<file path="config.mk">
export PLATFORM = sky130hd
export DESIGN_NAME = pit_timer
export DESIGN_NICKNAME = d
export VERILOG_FILES = /design/src/rtl/pit_pkg.sv /design/src/rtl/pit_timer.sv
export SDC_FILE = /design/constraint.sdc
export NUM_CORES = 1
export LEC_CHECK = 0
export ABC_AREA = 1
export BUFFER_PORTS_ARGS = -buffer_cell sky130_fd_sc_hd__buf_2
export CORE_AREA = 10 10 138 140
export CTS_BUF_LIST = sky130_fd_sc_hd__clkbuf_8
export DETAILED_ROUTE_END_ITERATION = 8
export DIE_AREA = 0 0 148 150
export HOLD_SLACK_MARGIN = 0.15
export PLACE_DENSITY_LB_ADDON = 0.08
export SLEW_MARGIN = 20
export SYNTH_ARGS = -nofsm -noshare
export SYNTH_HDL_FRONTEND = slang
export SYNTH_SLANG_ARGS = --single-unit
</file>
<file path="constraint.sdc">
create_clock -name clk -period 4.8 [get_ports clk]
set_input_delay 0.72 -clock clk [delete_from_list [all_inputs] [get_ports clk]]
set_output_delay 0.72 -clock clk [all_outputs]
set_load 0.01 [all_outputs]
</file>
<file path="src/rtl/pit_pkg.sv">
// constants, types and helper functions for the interval timer block
//=====================================================================
package pit_pkg;

  //===================================================================
  // port addresses
  localparam logic [7:0] PIT_ADDR_CNT0  = 8'h40; // counter zero count
  localparam logic [7:0] PIT_ADDR_CNT2  = 8'h42; // counter two count
  localparam logic [7:0] PIT_ADDR_CTRL  = 8'h43; // shared control
  localparam logic [7:0] PIT_ADDR_CNT3  = 8'h44; // third counter count
  localparam logic [7:0] PIT_ADDR_CTRL3 = 8'h47; // third counter control

  //===================================================================
  // control byte field codes
  localparam logic [1:0] PIT_SEL_A  = 2'h0; // counter zero / third
  localparam logic [1:0] PIT_SEL_B  = 2'h2; // counter two
  localparam logic [1:0] PIT_RW_LAT = 2'h0; // latch command
  localparam logic [1:0] PIT_RW_LSB = 2'h1; // low byte only
  localparam logic [1:0] PIT_RW_MSB = 2'h2; // high byte only
  localparam logic [1:0] PIT_RW_WRD = 2'h3; // low then high
  localparam logic [2:0] PIT_MD_0   = 3'h0; // terminal count
  localparam logic [2:0] PIT_MD_1   = 3'h1; // one-shot
  localparam logic [1:0] PIT_MD_2LO = 2'h2; // rate gen, bit 3 ignored

  //===================================================================
  // channel layout: slot 0 counter zero, 1 counter two, 2 third
  localparam int PIT_NCH   = 3;
  localparam int PIT_CH_B  = 1; // the only slot allowed mode 1
  localparam int PIT_CH_C  = 2; // narrow binary mode-0 slot
  localparam logic [15:0] PIT_ONE  = 16'h0001;
  localparam logic [15:0] PIT_ZERO = 16'h0000;

  // control byte as written
  typedef struct packed {
    logic [1:0] sel;  // counter select
    logic [1:0] rw;   // access format
    logic [2:0] mode; // operating mode
    logic       bcd;  // decimal counting
  } pit_ctrl_s;

  localparam pit_ctrl_s PIT_CTRL_RST = '{PIT_SEL_A, PIT_RW_LSB,
                                         PIT_MD_0, 1'b0};

  // behaviour class of a channel
  typedef enum logic [1:0] {PIT_M0, PIT_M1, PIT_M2, PIT_MX} pit_mode_e;

  // mode field to behaviour; unsupported modes idle with out high
  function automatic pit_mode_e pit_mode(input logic [2:0] m,
                                         input logic       one_ok);
    pit_mode_e r;
    r = PIT_MX;
    if (m == PIT_MD_0)
      r = PIT_M0;
    else if (m == PIT_MD_1 && one_ok)
      r = PIT_M1;
    else if (m[1:0] == PIT_MD_2LO)
      r = PIT_M2;
    return r;
  endfunction

  // one down step: binary, four-digit decimal, or 8-bit narrow
  function automatic logic [15:0] pit_dec(input logic [15:0] v,
                                          input logic        bcd,
                                          input logic        narrow);
    logic [15:0] r;
    logic        borrow;
    r      = v;
    borrow = 1'b1;
    if (narrow) begin
      r = {8'h00, v[7:0] - 8'h01};
    end else if (!bcd) begin
      r = v - PIT_ONE;
    end else begin
      for (int k = 0; k < 4; k++) begin
        if (borrow) begin
          if (v[4*k +: 4] == 4'h0) begin
            r[4*k +: 4] = 4'h9;
          end else begin
            r[4*k +: 4] = v[4*k +: 4] - 4'h1;
            borrow      = 1'b0;
          end
        end
      end
    end
    return r;
  endfunction

endpackage

</file>
<file path="src/rtl/pit_timer.sv">
// interval timer: three counters behind five byte-wide i/o ports
`timescale 1ns/1ns
module pit_timer
  import pit_pkg::*;
#(
  parameter int CNT_W   = 16, // width of counters zero and two
  parameter int SMALL_W = 8   // width of the third counter
) (
  input  wire logic       clk,       // system clock, 20 MHz
  input  wire logic       rst,       // synchronous reset, high
  input  wire logic [7:0] io_addr,   // i/o port address
  input  wire logic       io_wr,     // write strobe, one cycle
  input  wire logic       io_rd,     // read strobe, one cycle
  input  wire logic [7:0] io_wdata,  // write data
  output logic      [7:0] io_rdata,  // read data, cycle after io_rd
  input  wire logic [2:0] tmr_clk,   // counter clock pins
  input  wire logic [2:0] tmr_gate,  // count enable pins
  output logic      [2:0] tmr_out    // counter outputs
);

  //===================================================================
  // elaboration checks
  if (CNT_W != 16 || SMALL_W != 8) begin : g_bad_width
    $error("pit_timer supports only 16-bit and 8-bit counters");
  end

  //===================================================================
  // port decode
  pit_ctrl_s   wctl;                    // write data seen as control
  logic        wr_ctrl;                 // write to shared control
  logic        wr_ctrl3;                // write to third control
  logic [2:0]  ctl_hit;                 // control aimed at channel
  logic [2:0]  cmd_prog;                // programming byte
  logic [2:0]  cmd_latch;               // latch command
  logic [2:0]  cnt_wr;                  // count port write
  logic [2:0]  cnt_rd;                  // count port read
  logic [7:0]  rd_byte [PIT_NCH];       // byte each channel offers
  logic [7:0]  rdata_d;                 // next read data

  assign wctl     = pit_ctrl_s'(io_wdata);
  assign wr_ctrl  = io_wr && io_addr == PIT_ADDR_CTRL;
  assign wr_ctrl3 = io_wr && io_addr == PIT_ADDR_CTRL3;
  // reserved selects reach no channel
  assign ctl_hit[0] = wr_ctrl && wctl.sel == PIT_SEL_A;
  assign ctl_hit[1] = wr_ctrl && wctl.sel == PIT_SEL_B;
  // third port: select 00, latch or low byte only
  assign ctl_hit[2] = wr_ctrl3 && wctl.sel == PIT_SEL_A
                   && (wctl.rw == PIT_RW_LAT
                       || wctl.rw == PIT_RW_LSB);
  assign cmd_latch = ctl_hit & {3{wctl.rw == PIT_RW_LAT}};
  assign cmd_prog  = ctl_hit & {3{wctl.rw != PIT_RW_LAT}};

  // count port of a slot
  function automatic logic [7:0] port_of(input int ch);
    logic [7:0] a;
    a = PIT_ADDR_CNT3;
    if (ch == 0)
      a = PIT_ADDR_CNT0;
    else if (ch == PIT_CH_B)
      a = PIT_ADDR_CNT2;
    return a;
  endfunction

  //===================================================================
  // per-channel state
  logic        clk_r_q   [PIT_NCH]; // sampled counter clock
  logic        gate_r_q  [PIT_NCH]; // enable taken at clock rise
  logic        trig_q    [PIT_NCH]; // rising enable seen at rise
  pit_ctrl_s   ctl_q     [PIT_NCH]; // programmed control
  pit_mode_e   mode_q    [PIT_NCH]; // behaviour class
  logic [15:0] cnt_q     [PIT_NCH]; // counting element
  logic [15:0] init_q    [PIT_NCH]; // count register
  logic [15:0] latch_q   [PIT_NCH]; // output latch snapshot
  logic        latched_q [PIT_NCH]; // latch frozen
  logic        wptr_q    [PIT_NCH]; // word write: high byte next
  logic        rptr_q    [PIT_NCH]; // word read: high byte next
  logic        new_q     [PIT_NCH]; // count written, not loaded
  logic        armed_q   [PIT_NCH]; // a count was written
  logic        run_q     [PIT_NCH]; // element holds a count
  logic        halt_q    [PIT_NCH]; // mode 0 half-written word
  logic        out_q     [PIT_NCH]; // counter output
  logic        fall_w    [PIT_NCH]; // falling counter clock
  logic        rdlast_w  [PIT_NCH]; // read completes the value

  for (genvar i = 0; i < PIT_NCH; i++) begin : g_ch
    localparam bit NARROW = (i == PIT_CH_C);
    logic        rise;     // rising counter clock
    logic [15:0] dec_v;    // count after one step
    logic [15:0] src;      // latch or live count
    logic        rd_hi;    // read hands out high byte
    logic        wr_hi;    // write fills high byte
    logic        wr_done;  // write completes the count
    pit_ctrl_s   new_ctl;  // control as stored

    // edges from the pin sampled on the system clock
    assign rise      = !clk_r_q[i] && tmr_clk[i];
    assign fall_w[i] = clk_r_q[i] && !tmr_clk[i];
    assign cnt_wr[i] = io_wr && io_addr == port_of(i);
    assign cnt_rd[i] = io_rd && io_addr == port_of(i);
    assign dec_v     = pit_dec(cnt_q[i], ctl_q[i].bcd, NARROW);
    assign src       = latched_q[i] ? latch_q[i] : cnt_q[i];
    assign rd_hi     = ctl_q[i].rw == PIT_RW_MSB
                    || (ctl_q[i].rw == PIT_RW_WRD && rptr_q[i]);
    assign rd_byte[i] = rd_hi ? src[15:8] : src[7:0];
    assign rdlast_w[i] = ctl_q[i].rw != PIT_RW_WRD || rptr_q[i];
    assign wr_hi     = ctl_q[i].rw == PIT_RW_MSB
                    || (ctl_q[i].rw == PIT_RW_WRD && wptr_q[i]);
    assign wr_done   = ctl_q[i].rw != PIT_RW_WRD || wptr_q[i];
    // third counter is fixed to binary mode 0, low byte
    assign new_ctl   = NARROW
                     ? pit_ctrl_s'{PIT_SEL_A, wctl.rw, PIT_MD_0, 1'b0}
                     : wctl;
    assign tmr_out[i] = out_q[i];

    // gate sampling happens only on counter clock rises
    always_ff @(posedge clk) begin
      if (rst) begin
        clk_r_q[i]  <= 1'b0;
        gate_r_q[i] <= 1'b0;
        trig_q[i]   <= 1'b0;
      end else begin
        clk_r_q[i] <= tmr_clk[i];
        if (rise) begin
          gate_r_q[i] <= tmr_gate[i];
          trig_q[i]   <= tmr_gate[i] && !gate_r_q[i];
        end
      end
    end

    // counting, host accesses; later statements win the cycle
    always_ff @(posedge clk) begin
      if (rst) begin
        ctl_q[i]     <= PIT_CTRL_RST;
        mode_q[i]    <= PIT_MX;
        cnt_q[i]     <= PIT_ZERO;
        init_q[i]    <= PIT_ZERO;
        latch_q[i]   <= PIT_ZERO;
        latched_q[i] <= 1'b0;
        wptr_q[i]    <= 1'b0;
        rptr_q[i]    <= 1'b0;
        new_q[i]     <= 1'b0;
        armed_q[i]   <= 1'b0;
        run_q[i]     <= 1'b0;
        halt_q[i]    <= 1'b0;
        out_q[i]     <= 1'b1;
      end else begin
        // counter clock falling edge
        if (fall_w[i]) begin
          unique case (mode_q[i])
            PIT_M0: begin
              if (new_q[i]) begin
                // load without a step
                cnt_q[i]  <= init_q[i];
                new_q[i]  <= 1'b0;
                run_q[i]  <= 1'b1;
                halt_q[i] <= 1'b0;
              end else if (run_q[i] && !halt_q[i]
                           && gate_r_q[i]) begin
                cnt_q[i] <= dec_v;
                if (dec_v == PIT_ZERO)
                  out_q[i] <= 1'b1;
              end
            end
            PIT_M1: begin
              if (trig_q[i] && armed_q[i]) begin
                // retrigger takes whatever count is armed
                cnt_q[i] <= init_q[i];
                out_q[i] <= 1'b0;
                new_q[i] <= 1'b0;
              end else begin
                cnt_q[i] <= dec_v;
                if (!out_q[i] && cnt_q[i] == PIT_ONE)
                  out_q[i] <= 1'b1;
              end
            end
            PIT_M2: begin
              if ((new_q[i] && !run_q[i])
                  || (trig_q[i] && armed_q[i])) begin
                cnt_q[i] <= init_q[i];
                out_q[i] <= 1'b1;
                run_q[i] <= 1'b1;
                new_q[i] <= 1'b0;
              end else if (run_q[i] && gate_r_q[i]) begin
                if (cnt_q[i] == PIT_ONE) begin
                  // cycle end: reload, pick up a pending count
                  cnt_q[i] <= init_q[i];
                  out_q[i] <= 1'b1;
                  new_q[i] <= 1'b0;
                end else begin
                  cnt_q[i] <= dec_v;
                  out_q[i] <= dec_v != PIT_ONE;
                end
              end
            end
            default: begin
              out_q[i] <= 1'b1;
            end
          endcase
        end
        // snapshot only if not already frozen
        if (cmd_latch[i] && !latched_q[i]) begin
          latch_q[i]   <= cnt_q[i];
          latched_q[i] <= 1'b1;
        end
        // reads walk the pointer; last byte releases the latch
        if (cnt_rd[i]) begin
          if (ctl_q[i].rw == PIT_RW_WRD)
            rptr_q[i] <= !rptr_q[i];
          if (rdlast_w[i])
            latched_q[i] <= 1'b0;
        end
        // count writes fill the count register
        if (cnt_wr[i]) begin
          if (wr_hi)
            init_q[i][15:8] <= io_wdata;
          else
            init_q[i][7:0] <= io_wdata;
          if (ctl_q[i].rw == PIT_RW_LSB)
            init_q[i][15:8] <= 8'h00;
          if (ctl_q[i].rw == PIT_RW_MSB)
            init_q[i][7:0] <= 8'h00;
          if (ctl_q[i].rw == PIT_RW_WRD)
            wptr_q[i] <= !wptr_q[i];
          if (mode_q[i] == PIT_M0) begin
            out_q[i] <= 1'b0;
            if (!wr_done)
              halt_q[i] <= 1'b1;
          end
          if (wr_done) begin
            new_q[i]   <= 1'b1;
            armed_q[i] <= 1'b1;
          end
        end
        // mode 2: enable low forces out high, ending any low pulse
        if (mode_q[i] == PIT_M2 && !tmr_gate[i])
          out_q[i] <= 1'b1;
        // a control byte clears flags and pointers but not the counts, no clock pulse
        if (cmd_prog[i]) begin
          ctl_q[i]     <= new_ctl;
          mode_q[i]    <= pit_mode(new_ctl.mode,
                                   i == PIT_CH_B);
          out_q[i]     <= new_ctl.mode != PIT_MD_0;
          latched_q[i] <= 1'b0;
          wptr_q[i]    <= 1'b0;
          rptr_q[i]    <= 1'b0;
          new_q[i]     <= 1'b0;
          armed_q[i]   <= 1'b0;
          run_q[i]     <= 1'b0;
          halt_q[i]    <= 1'b0;
        end
      end
    end
  end

  //===================================================================
  // read data, registered one cycle after the strobe
  assign rdata_d = cnt_rd[0] ? rd_byte[0] :
                   cnt_rd[1] ? rd_byte[1] :
                   cnt_rd[2] ? rd_byte[2] : 8'h00;

  // unmapped or write-only ports read as zero
  always_ff @(posedge clk) begin
    if (rst)
      io_rdata <= 8'h00;
    else if (io_rd)
      io_rdata <= rdata_d;
  end
endmodule

</file>
# After elaboration in Yosys (flattened, before gate mapping)
# Memories as Yosys holds them, arrays and structs flattened.
# Cells that the tools add are included.
[word_totals]
reg_bits = 8
mem_bits_rw = 207
input_bits = 26
output_inout_bits = 11
wordCells = 851
memories = 16
[op_classes]
add_sub_neg = 11
eq_ne = 33
muxes = 525
bitwise = 146
reduce_logical = 119
[mem_list]
columns = ["memory", "words", "word_bits", "read_ports", "rd_ports_with_merged_regs", "write_ports", "line_no", "rtl"]
rows = [
  ["cnt_q", 3, 16, 3, 0, 3, "pit_timer.sv:71", "logic [15:0] cnt_q [PIT_NCH];"],
  ["init_q", 3, 16, 3, 0, 3, "pit_timer.sv:72", "logic [15:0] init_q [PIT_NCH];"],
  ["latch_q", 3, 16, 3, 0, 3, "pit_timer.sv:73", "logic [15:0] latch_q [PIT_NCH];"],
  ["ctl_q", 3, 8, 3, 0, 3, "pit_timer.sv:69", "pit_ctrl_s ctl_q [PIT_NCH];"],
  ["mode_q", 3, 2, 3, 0, 3, "pit_timer.sv:70", "pit_mode_e mode_q [PIT_NCH];"],
  ["armed_q", 3, 1, 3, 0, 3, "pit_timer.sv:78", "logic armed_q [PIT_NCH];"],
  ["10 more memories", "-", "-", "-", "-", "-", "-", ""],
]
[op_table]
columns = ["op", "n"]
rows = [
  ["2-to-1 mux 16 bit", 29],
  ["2-to-1 mux 1 bit", 449],
  ["2-to-1 mux 8 bit", 21],
  ["bitwise OR 1 bit", 144],
  ["2-to-1 mux 4 bit", 14],
  ["logical AND 1 bit", 51],
  ["== test 16 x 1 -> 1 bit, second input constant", 3],
  ["logical NOT 16 bit", 3],
  ["== test 8 x 7 -> 1 bit, second input constant", 5],
  ["logical NOT 4 bit", 8],
  ["inequality test 16 x 1 -> 1 bit, second input constant", 2],
  ["subtractor 16 x 1 -> 16 bit, second input constant", 2],
  ["subtractor 4 x 1 -> 4 bit, second input constant", 8],
  ["logical NOT 1 bit", 30],
  ["2-to-1 mux 2 bit", 12],
  ["== test 2 bit, second input constant", 11],
  ["logical OR 1 bit", 16],
  ["== test 2 x 1 -> 1 bit, second input constant", 7],
  ["logical NOT 2 bit", 5],
  ["OR reduction 3 bit", 3],
  ["inequality test 8 x 1 -> 1 bit, second input constant", 1],
  ["subtractor 8 x 1 -> 8 bit, second input constant", 1],
  ["bitwise AND 3 bit", 2],
  ["inequality test 2 bit, second input constant", 3],
  ["other kinds (4)", 4],
]

# Depth between registers and ports, before layout
# Gate-level depths: netlist of the first run.
# An unclocked memory read counts as a cell.
[depth]
depth_word = 28
depth_mapped = 16
mapped_depth_nobuf = 16

# Worst setup path before layout of the first run
# Ideal clock, no wire load.
[synth_path]
path_kind = "input to register"
start = "input io_addr[6]"
end = "memory init_q[0][10] (enable)"
setup_time_ps = 404
t_arrival_ps = 2420
required_time_ps = 4396
slack_ps = 1976
path_stages = 8
n_path_buf = 0
cell_sequence = "inv_1 -> nor2_1 -> nand2_1 -> inv_2 -> nand3_4 -> nor3_4 -> inv_2 -> o311ai_0"
[synth_rtl]
columns = ["item", "line_no", "rtl"]
rows = [
  ["start, declared", "pit_timer.sv:11", "input wire logic [7:0] io_addr,"],
  ["end, declared", "pit_timer.sv:72", ""],
]

==> impl_metrics.ini, run 1 <==
[power]
power.switching_w = 0.0009590
pwr-share-clk_pct = 32.7
p_comb_share_pct = 9.7
seqPwrFrac_pct = 57.6
power_w = 0.003418
power_density_nw_per_um2 = 286.8
p_int_w = 0.002459
p_sw_share_pct = 28.06
ir_worst_vdd_mv = 0.1896
p_leak_nw = 5.068

[placement]
dp_hpwl_mm = 20.51
portBuffers = 36
gp_congestion = 1.031
postPlaceCellArea_um2 = 11500

[sta]
fin_crit_sh_pct = 61.83
worst_pin_slew_ns = 1.068
max_freq_mhz = 336.9
drv_slew = 0
holdWs_ns = 0.4860
setup_tns_ns = 0
fin_worst_skew_ns = 0.01220
relSlewSlack_pct = 28.23
hold_violations = 0
min_period_ns = 2.968
setup_viol = 0
rsz0062_at_grt = no

[route]
first_pass_iters = 5
drt_iter0_markers = 1074
vias = 9475
ant_nets = 0
wirelength_mm = 27.27
drc_errors = 0
avgViaCountPerCell = 5.820
avgRoutedWirePerCell_um = 16.75

[synth]
yosysUniqueCellTypes = 51
synth_edf_count = 183
seq_area_frac_synth_pct = 51.45
avgSynthCellArea_um2 = 8.159
synth-seq-cells = 196
synth_area_leaders = edfxtp_1 49%, nand2_1 10%, nor2_1 7.8%, inv_1 6.3%, nand3_1 4.3%
yosysWarnings = 0
synth_top_cell_by_area = edfxtp_1
yosys.area.top_type_share_pct = 49.13
synth-main-ff-cell = edfxtp_1
async_flop_share_pct = 0
postSynthCellCount = 1371
syn_nets = 1405
syn_area_um2 = 11190

[clock_network]
cts.sinks = 196
cts_inserted_buffers = 17
htreeDepth = 4
tritoncts = done
cts.clk_slew.worst_paths_ns = 0.11
ctsResizeCount = 0
insertion_delay_ns = 0.48
cts_hold_buf = 0
clk_path_buf_depth = 2
cts_root_buf = clkbuf_8
cts_setup_buffers = 0

[critical_path]
endpoint = cnt_q[1][2]
setup.worst_path.start = cnt_q[1][9]
critPathArrivalTime_ns = 3.04
r2r_end = cnt_q[1][2]
worstPathMaxFanout = 20
cp-start-kind = flip-flop
r2r_start = cnt_q[1][9]
cp.required_ns = 4.87
reg2reg_slack_ns = 1.83
crit_path_end_kind = flip-flop
critical_path_class = reg2reg
rr_worst_depth = 8

[floorplan]
rows = 47
die_y_um = 150
pin_count = 37
die_w_um = 148
start_util_pct = 68.42
dieArea_um2 = 22200
coreArea_um2 = 16350

[grt]
grt_pass1_vias = 8548
grt_pass1_wl_mm = 43.36
grt_usage_pct = 24.61
antenna_found_initial = 0
grt_max_degree = 33
globalRouteOverflowTotal = 0

[flow_run]
maxCapViolCount = 0

[status]
status = completed

[cells_and_area]
drive_gt1_share_pct = 8.736
num-fill-cells = 1304
final_nets = 1429
n_antenna_cell = 0
area_growth_pct = 6.555
stdcell_area_um2 = 11920

[worst_hold_path]
hp-class = in2reg
-- per-stage QoR --
step / std cells / utilization [%] / setup WS (ns)
global placement: 1596 / 70.33 / 1.818
detailed placement: 1596 / 70.33 / 1.712
global route: 1628 / 72.91 / 1.565
finish: 1628 / 72.91 / 1.832
floorplan: 1371 / - / 1.976
CTS: 1628 / 72.91 / 1.866
-- worst max-delay path: stages (launching register included) --
cell and delay [ns]:
edfxtp_1 0.50, nor2_2 0.25, nand2_1 0.17, nor2_4 0.15
nand4_1 0.19, nand2_1 0.56, inv_1 0.12, nor3_1 0.15
nand2_1 0.44
-- how the worst min path moves through the flow --
| stage | from | end | slack [ns] | cells after the start |
|---|---|---|---|---|
| finish | tmr_clk[1] | clk_r_q[1] | 0.49 | 3 |
| global placement | io_rdata[6] | io_rdata[6] | 0.47 | 2 |
| global route | tmr_clk[1] | clk_r_q[1] | 0.50 | 3 |
| detailed placement | io_rdata[7] | io_rdata[7] | 0.48 | 2 |
| CTS | tmr_clk[0] | clk_r_q[0] | 0.46 | 3 |
| floorplan | out_q[2] | out_q[2] | 0.47 | 2 |
-- synthesized netlist by cell type (all sizes together), types with 8 or more instances --
master  instances
nand2         315
nor2          247
inv           199
edfxtp        183
nand3          99
o21ai          91
a21oi          31
nor3           30
o211ai         27
clkbuf         22
nand4          18
o22ai          16
buf            14
dfxtp          13
nor4            9
ha              8
xor2            8
-- kinds of logic (layout without fill, tap and decap cells) --
logic type,after synthesis,in the layout,share of synthesized area [%]
AO/OA/AOI/OAI,187,187,9.844
XOR/XNOR,8,8,0.6264
adder cells (fa/ha/maj),8,8,0.8949
buffers and inverters,240,277,8.468
flip-flops,196,196,51.45
other,2,2,0.06714
AND/OR/NAND/NOR,730,730,28.65
-- placed cells by master, fill, tap and decap left out, types with 11 or more instances in the layout --
cell      synthesis  layout
o211ai_1         27      27
nand2_1         308     308
inv_2            11      11
inv_1           188     188
buf_2             7      36
o22ai_1          16      16
nand3_1          96      96
o21ai_0          87      86
dfxtp_1          13      13
nor3_1           25      25
clkbuf_8          0      17
nor2_1          231     231
a21oi_1          31      31
nand4_1          17      17
edfxtp_1        183     183
-- per-layer routing --
metal / vias up / wire length, um / track usage (%)
li1: 4597 / - / -
met1: 4343 / 11550 / 33.47
met2: 480 / 12630 / 39.16
met3: 55 / 2370 / 3.865
met4: 0 / 719 / 9.167
met5: - / 0 / 0
-- sequential cells by signal, indices dropped and copies added, names as in the netlist --
name and cells:
gate_r_q 3, armed_q 2, wptr_q 3, mode_q 5, ctl_q 8, halt_q 3
out_q 3, latch_q 48, run_q 3, clk_r_q 3, trig_q 2, cnt_q 48
init_q 48, new_q 3, rptr_q 3, io_rdata 8, latched_q 3
-- layout make-up --
class                      instances  area [um^2]  share of cell area, %
clock buffer                      17        234.0                  1.963
clock inverter                    15        187.7                  1.575
inverter                         204        765.7                  6.425
multi-input combinational        935         4483                  37.61
sequential                       196         5756                  48.29
tap                              220        275.3                  2.309
timing repair buffer              41        217.7                  1.827
-- power by group through the flow --
stage	sequential (W)	combinational [W]	clock, W
floorplan	0.00199	0.000234	0
global placement	0.00200	0.000322	0
finish	0.00197	0.000332	0.00112
detailed placement	0.00201	0.000324	0
global route	0.00198	0.000371	0.00118
CTS	0.00197	0.000326	0.00113
Note: power is estimated with default switching activity, not from simulation.
==> run 2, diff against run 1 <==
Settings changed: CORE_AREA 10 10 138 140 to 10 10 149 151, DIE_AREA 0 0 148 150 to 0 0 159 161.
Clock period 4.8 ns to 2.5 ns, I/O delays scaled along.
==> impl_metrics.ini, run 2 (synthesized netlist as in run 1, its figures left out) <==
[sta]
drv_slew = 0
fin_crit_sh_pct = 93.49
hold_violations = 0
setup_viol = 0
layout_setup_ws_ns = 0.1627
relSlewSlack_pct = 56.89
max_freq_mhz = 427.8
rsz0062_at_grt = yes
fin_worst_skew_ns = 0.01730
holdWs_ns = 0.2246
worst_pin_slew_ns = 0.6445
min_period_ns = 2.337

[critical_path]
critPathArrivalTime_ns = 2.56
cp.required_ns = 2.72
crit_path_end_kind = flip-flop
cp-start-kind = flip-flop
worstPathMaxFanout = 5
critical_path_class = reg2reg

[clock_network]
insertion_delay_ns = 0.47
cts.clk_slew.worst_paths_ns = 0.11
htreeDepth = 4
cts_root_buf = clkbuf_8
clk_path_buf_depth = 2
tritoncts = done
cts_inserted_buffers = 17
cts.sinks = 196

[cells_and_area]
final_nets = 1485
final_cells = 1729
final_cell_mix = 307 x nand2_1, 228 x nor2_1, 183 x inv_1, 183 x edfxtp_1, 96 x nand3_1
n_antenna_cell = 0
num-fill-cells = 1692
area_growth_pct = 11.40
drive_gt1_share_pct = 12.91
stdcell_area_um2 = 12460
layout_commonest_cell = nand2_1
largest_registers = cnt_q (48), init_q (48), latch_q (48)

[placement]
place_ws_ns = -0.05520
dpl.cell_count = 1686
gp_congestion = 0.9428
dp_hpwl_mm = 21.87
portBuffers = 36
postPlaceCellArea_um2 = 11930

[route]
drc_errors = 0
vias = 9381
drt_iter0_markers = 981
first_pass_iters = 5
avgViaCountPerCell = 5.426
avgRoutedWirePerCell_um = 16.61
wirelength_mm = 28.71
ant_nets = 0

[floorplan]
start_util_pct = 58.24
die_w_um = 159
coreArea_um2 = 19210
die_y_um = 161
rows = 51
dieArea_um2 = 25600
pin_count = 37

[power]
ir_worst_vdd_mv = 0.3710
p_comb_share_pct = 10.9
power_density_nw_per_um2 = 530.6
p_leak_nw = 5.341
pwr-share-clk_pct = 32.1
seqPwrFrac_pct = 57.0
power_w = 0.006612
p_sw_share_pct = 26.87
p_int_w = 0.004835
power.switching_w = 0.001777

[status]
status = completed

[grt]
grt_usage_pct = 22.10
grt_pass1_wl_mm = 45.73
globalRouteOverflowTotal = 0
grt_max_degree = 33
antenna_found_initial = 0
grt_pass1_vias = 8874

[flow_run]
maxCapViolCount = 0

[worst_hold_path]
hp-class = in2reg
[run 2: cell count changes in the layout (fill, tap and decap cells not counted), moves of 2 or more]
cell	previous run	this run
clkinv_8	4	0
inv_2	11	17
clkinvlp_4	0	2
clkinv_4	1	3
buf_4	5	54
dlygate4sd3_1	0	2
buf_12	0	4
inv_1	188	183
nor2_2	8	12
nor2_1	231	228
[run 2: stage by stage]
step                      util (%)  TNS [ns]
final                        64.88         0
after global placement       62.11  -0.03445
after floorplan                  -         0
after detailed placement     62.11  -0.05520
after CTS                    64.32         0
after global routing         64.88  -0.05446
[run 2: final cells by class]
| cell class | count | area [um^2] | area share (%) |
|---|---|---|---|
| sequential | 196 | 5756 | 46.19 |
| clock buffer | 17 | 234.0 | 1.878 |
| inverter | 204 | 765.7 | 6.145 |
| clock inverter | 15 | 171.4 | 1.376 |
| tap | 265 | 331.6 | 2.661 |
| timing repair buffer | 96 | 685.7 | 5.503 |
| multi-input combinational | 936 | 4517 | 36.25 |
[run 2: power by group through the flow]
stage / logic, W / clock network (W) / registers (W)
3_3_place_gp: 0.000685 / 0 / 0.00384
3_5_place_dp: 0.000689 / 0 / 0.00384
6_report: 0.000719 / 0.00212 / 0.00377
2_1_floorplan: 0.000449 / 0 / 0.00382
5_1_grt: 0.000799 / 0.00227 / 0.00379
4_1_cts: 0.000696 / 0.00215 / 0.00377
[run 2: worst paths after layout]
| check | start | endpoint | slack, ns | cells after the start |
|---|---|---|---|---|
| max | cnt_q[0][1] | out_q[0] | 0.16 | 15 |
| min | io_wdata[1] | mode_q[0][0] | 0.22 | 3 |
| max reg2reg | cnt_q[0][1] | out_q[0] | 0.16 | 15 |
| min reg2reg | io_rdata[2] | io_rdata[2] | 0.49 | 2 |
[run 2: what timing repair did]
| action | 4_1_cts | 5_1_grt |
|---|---|---|
| endpoints found under the setup margin | 2 | 12 |
| hold endpoints to repair | 2 | 0 |
| gates cloned | 0 | 1 |
| pin swaps | 0 | 2 |
| hold buffers | 2 | 0 |
| resized for setup | 1 | 14 |
| buffers inserted | 0 | 8 |
[run 2: per-layer routing]
metal | vias to the layer above | GRT usage, % | part of all wire [%]
met4 | 0 | 8.045 | 2.3
li1 | 4713 | - | -
met5 | - | 0 | 0
met1 | 4316 | 28.75 | 43
met3 | 46 | 3.050 | 5.8
met2 | 306 | 37.08 | 48
[run 2: critical path, stage by stage (launching register included)]
cell and delay [ns]:
edfxtp_1 0.45, inv_2 0.13, ha_2 0.23, nand2_2 0.13, inv_2 0.11, nand2_1 0.10
nand2_1 0.08, nand3_1 0.07, nand2_1 0.12, nand3_1 0.11, nor2_2 0.17, nand3_1 0.12
nand2_1 0.08, nand2_1 0.04, nand2_1 0.06, a21oi_1 0.07
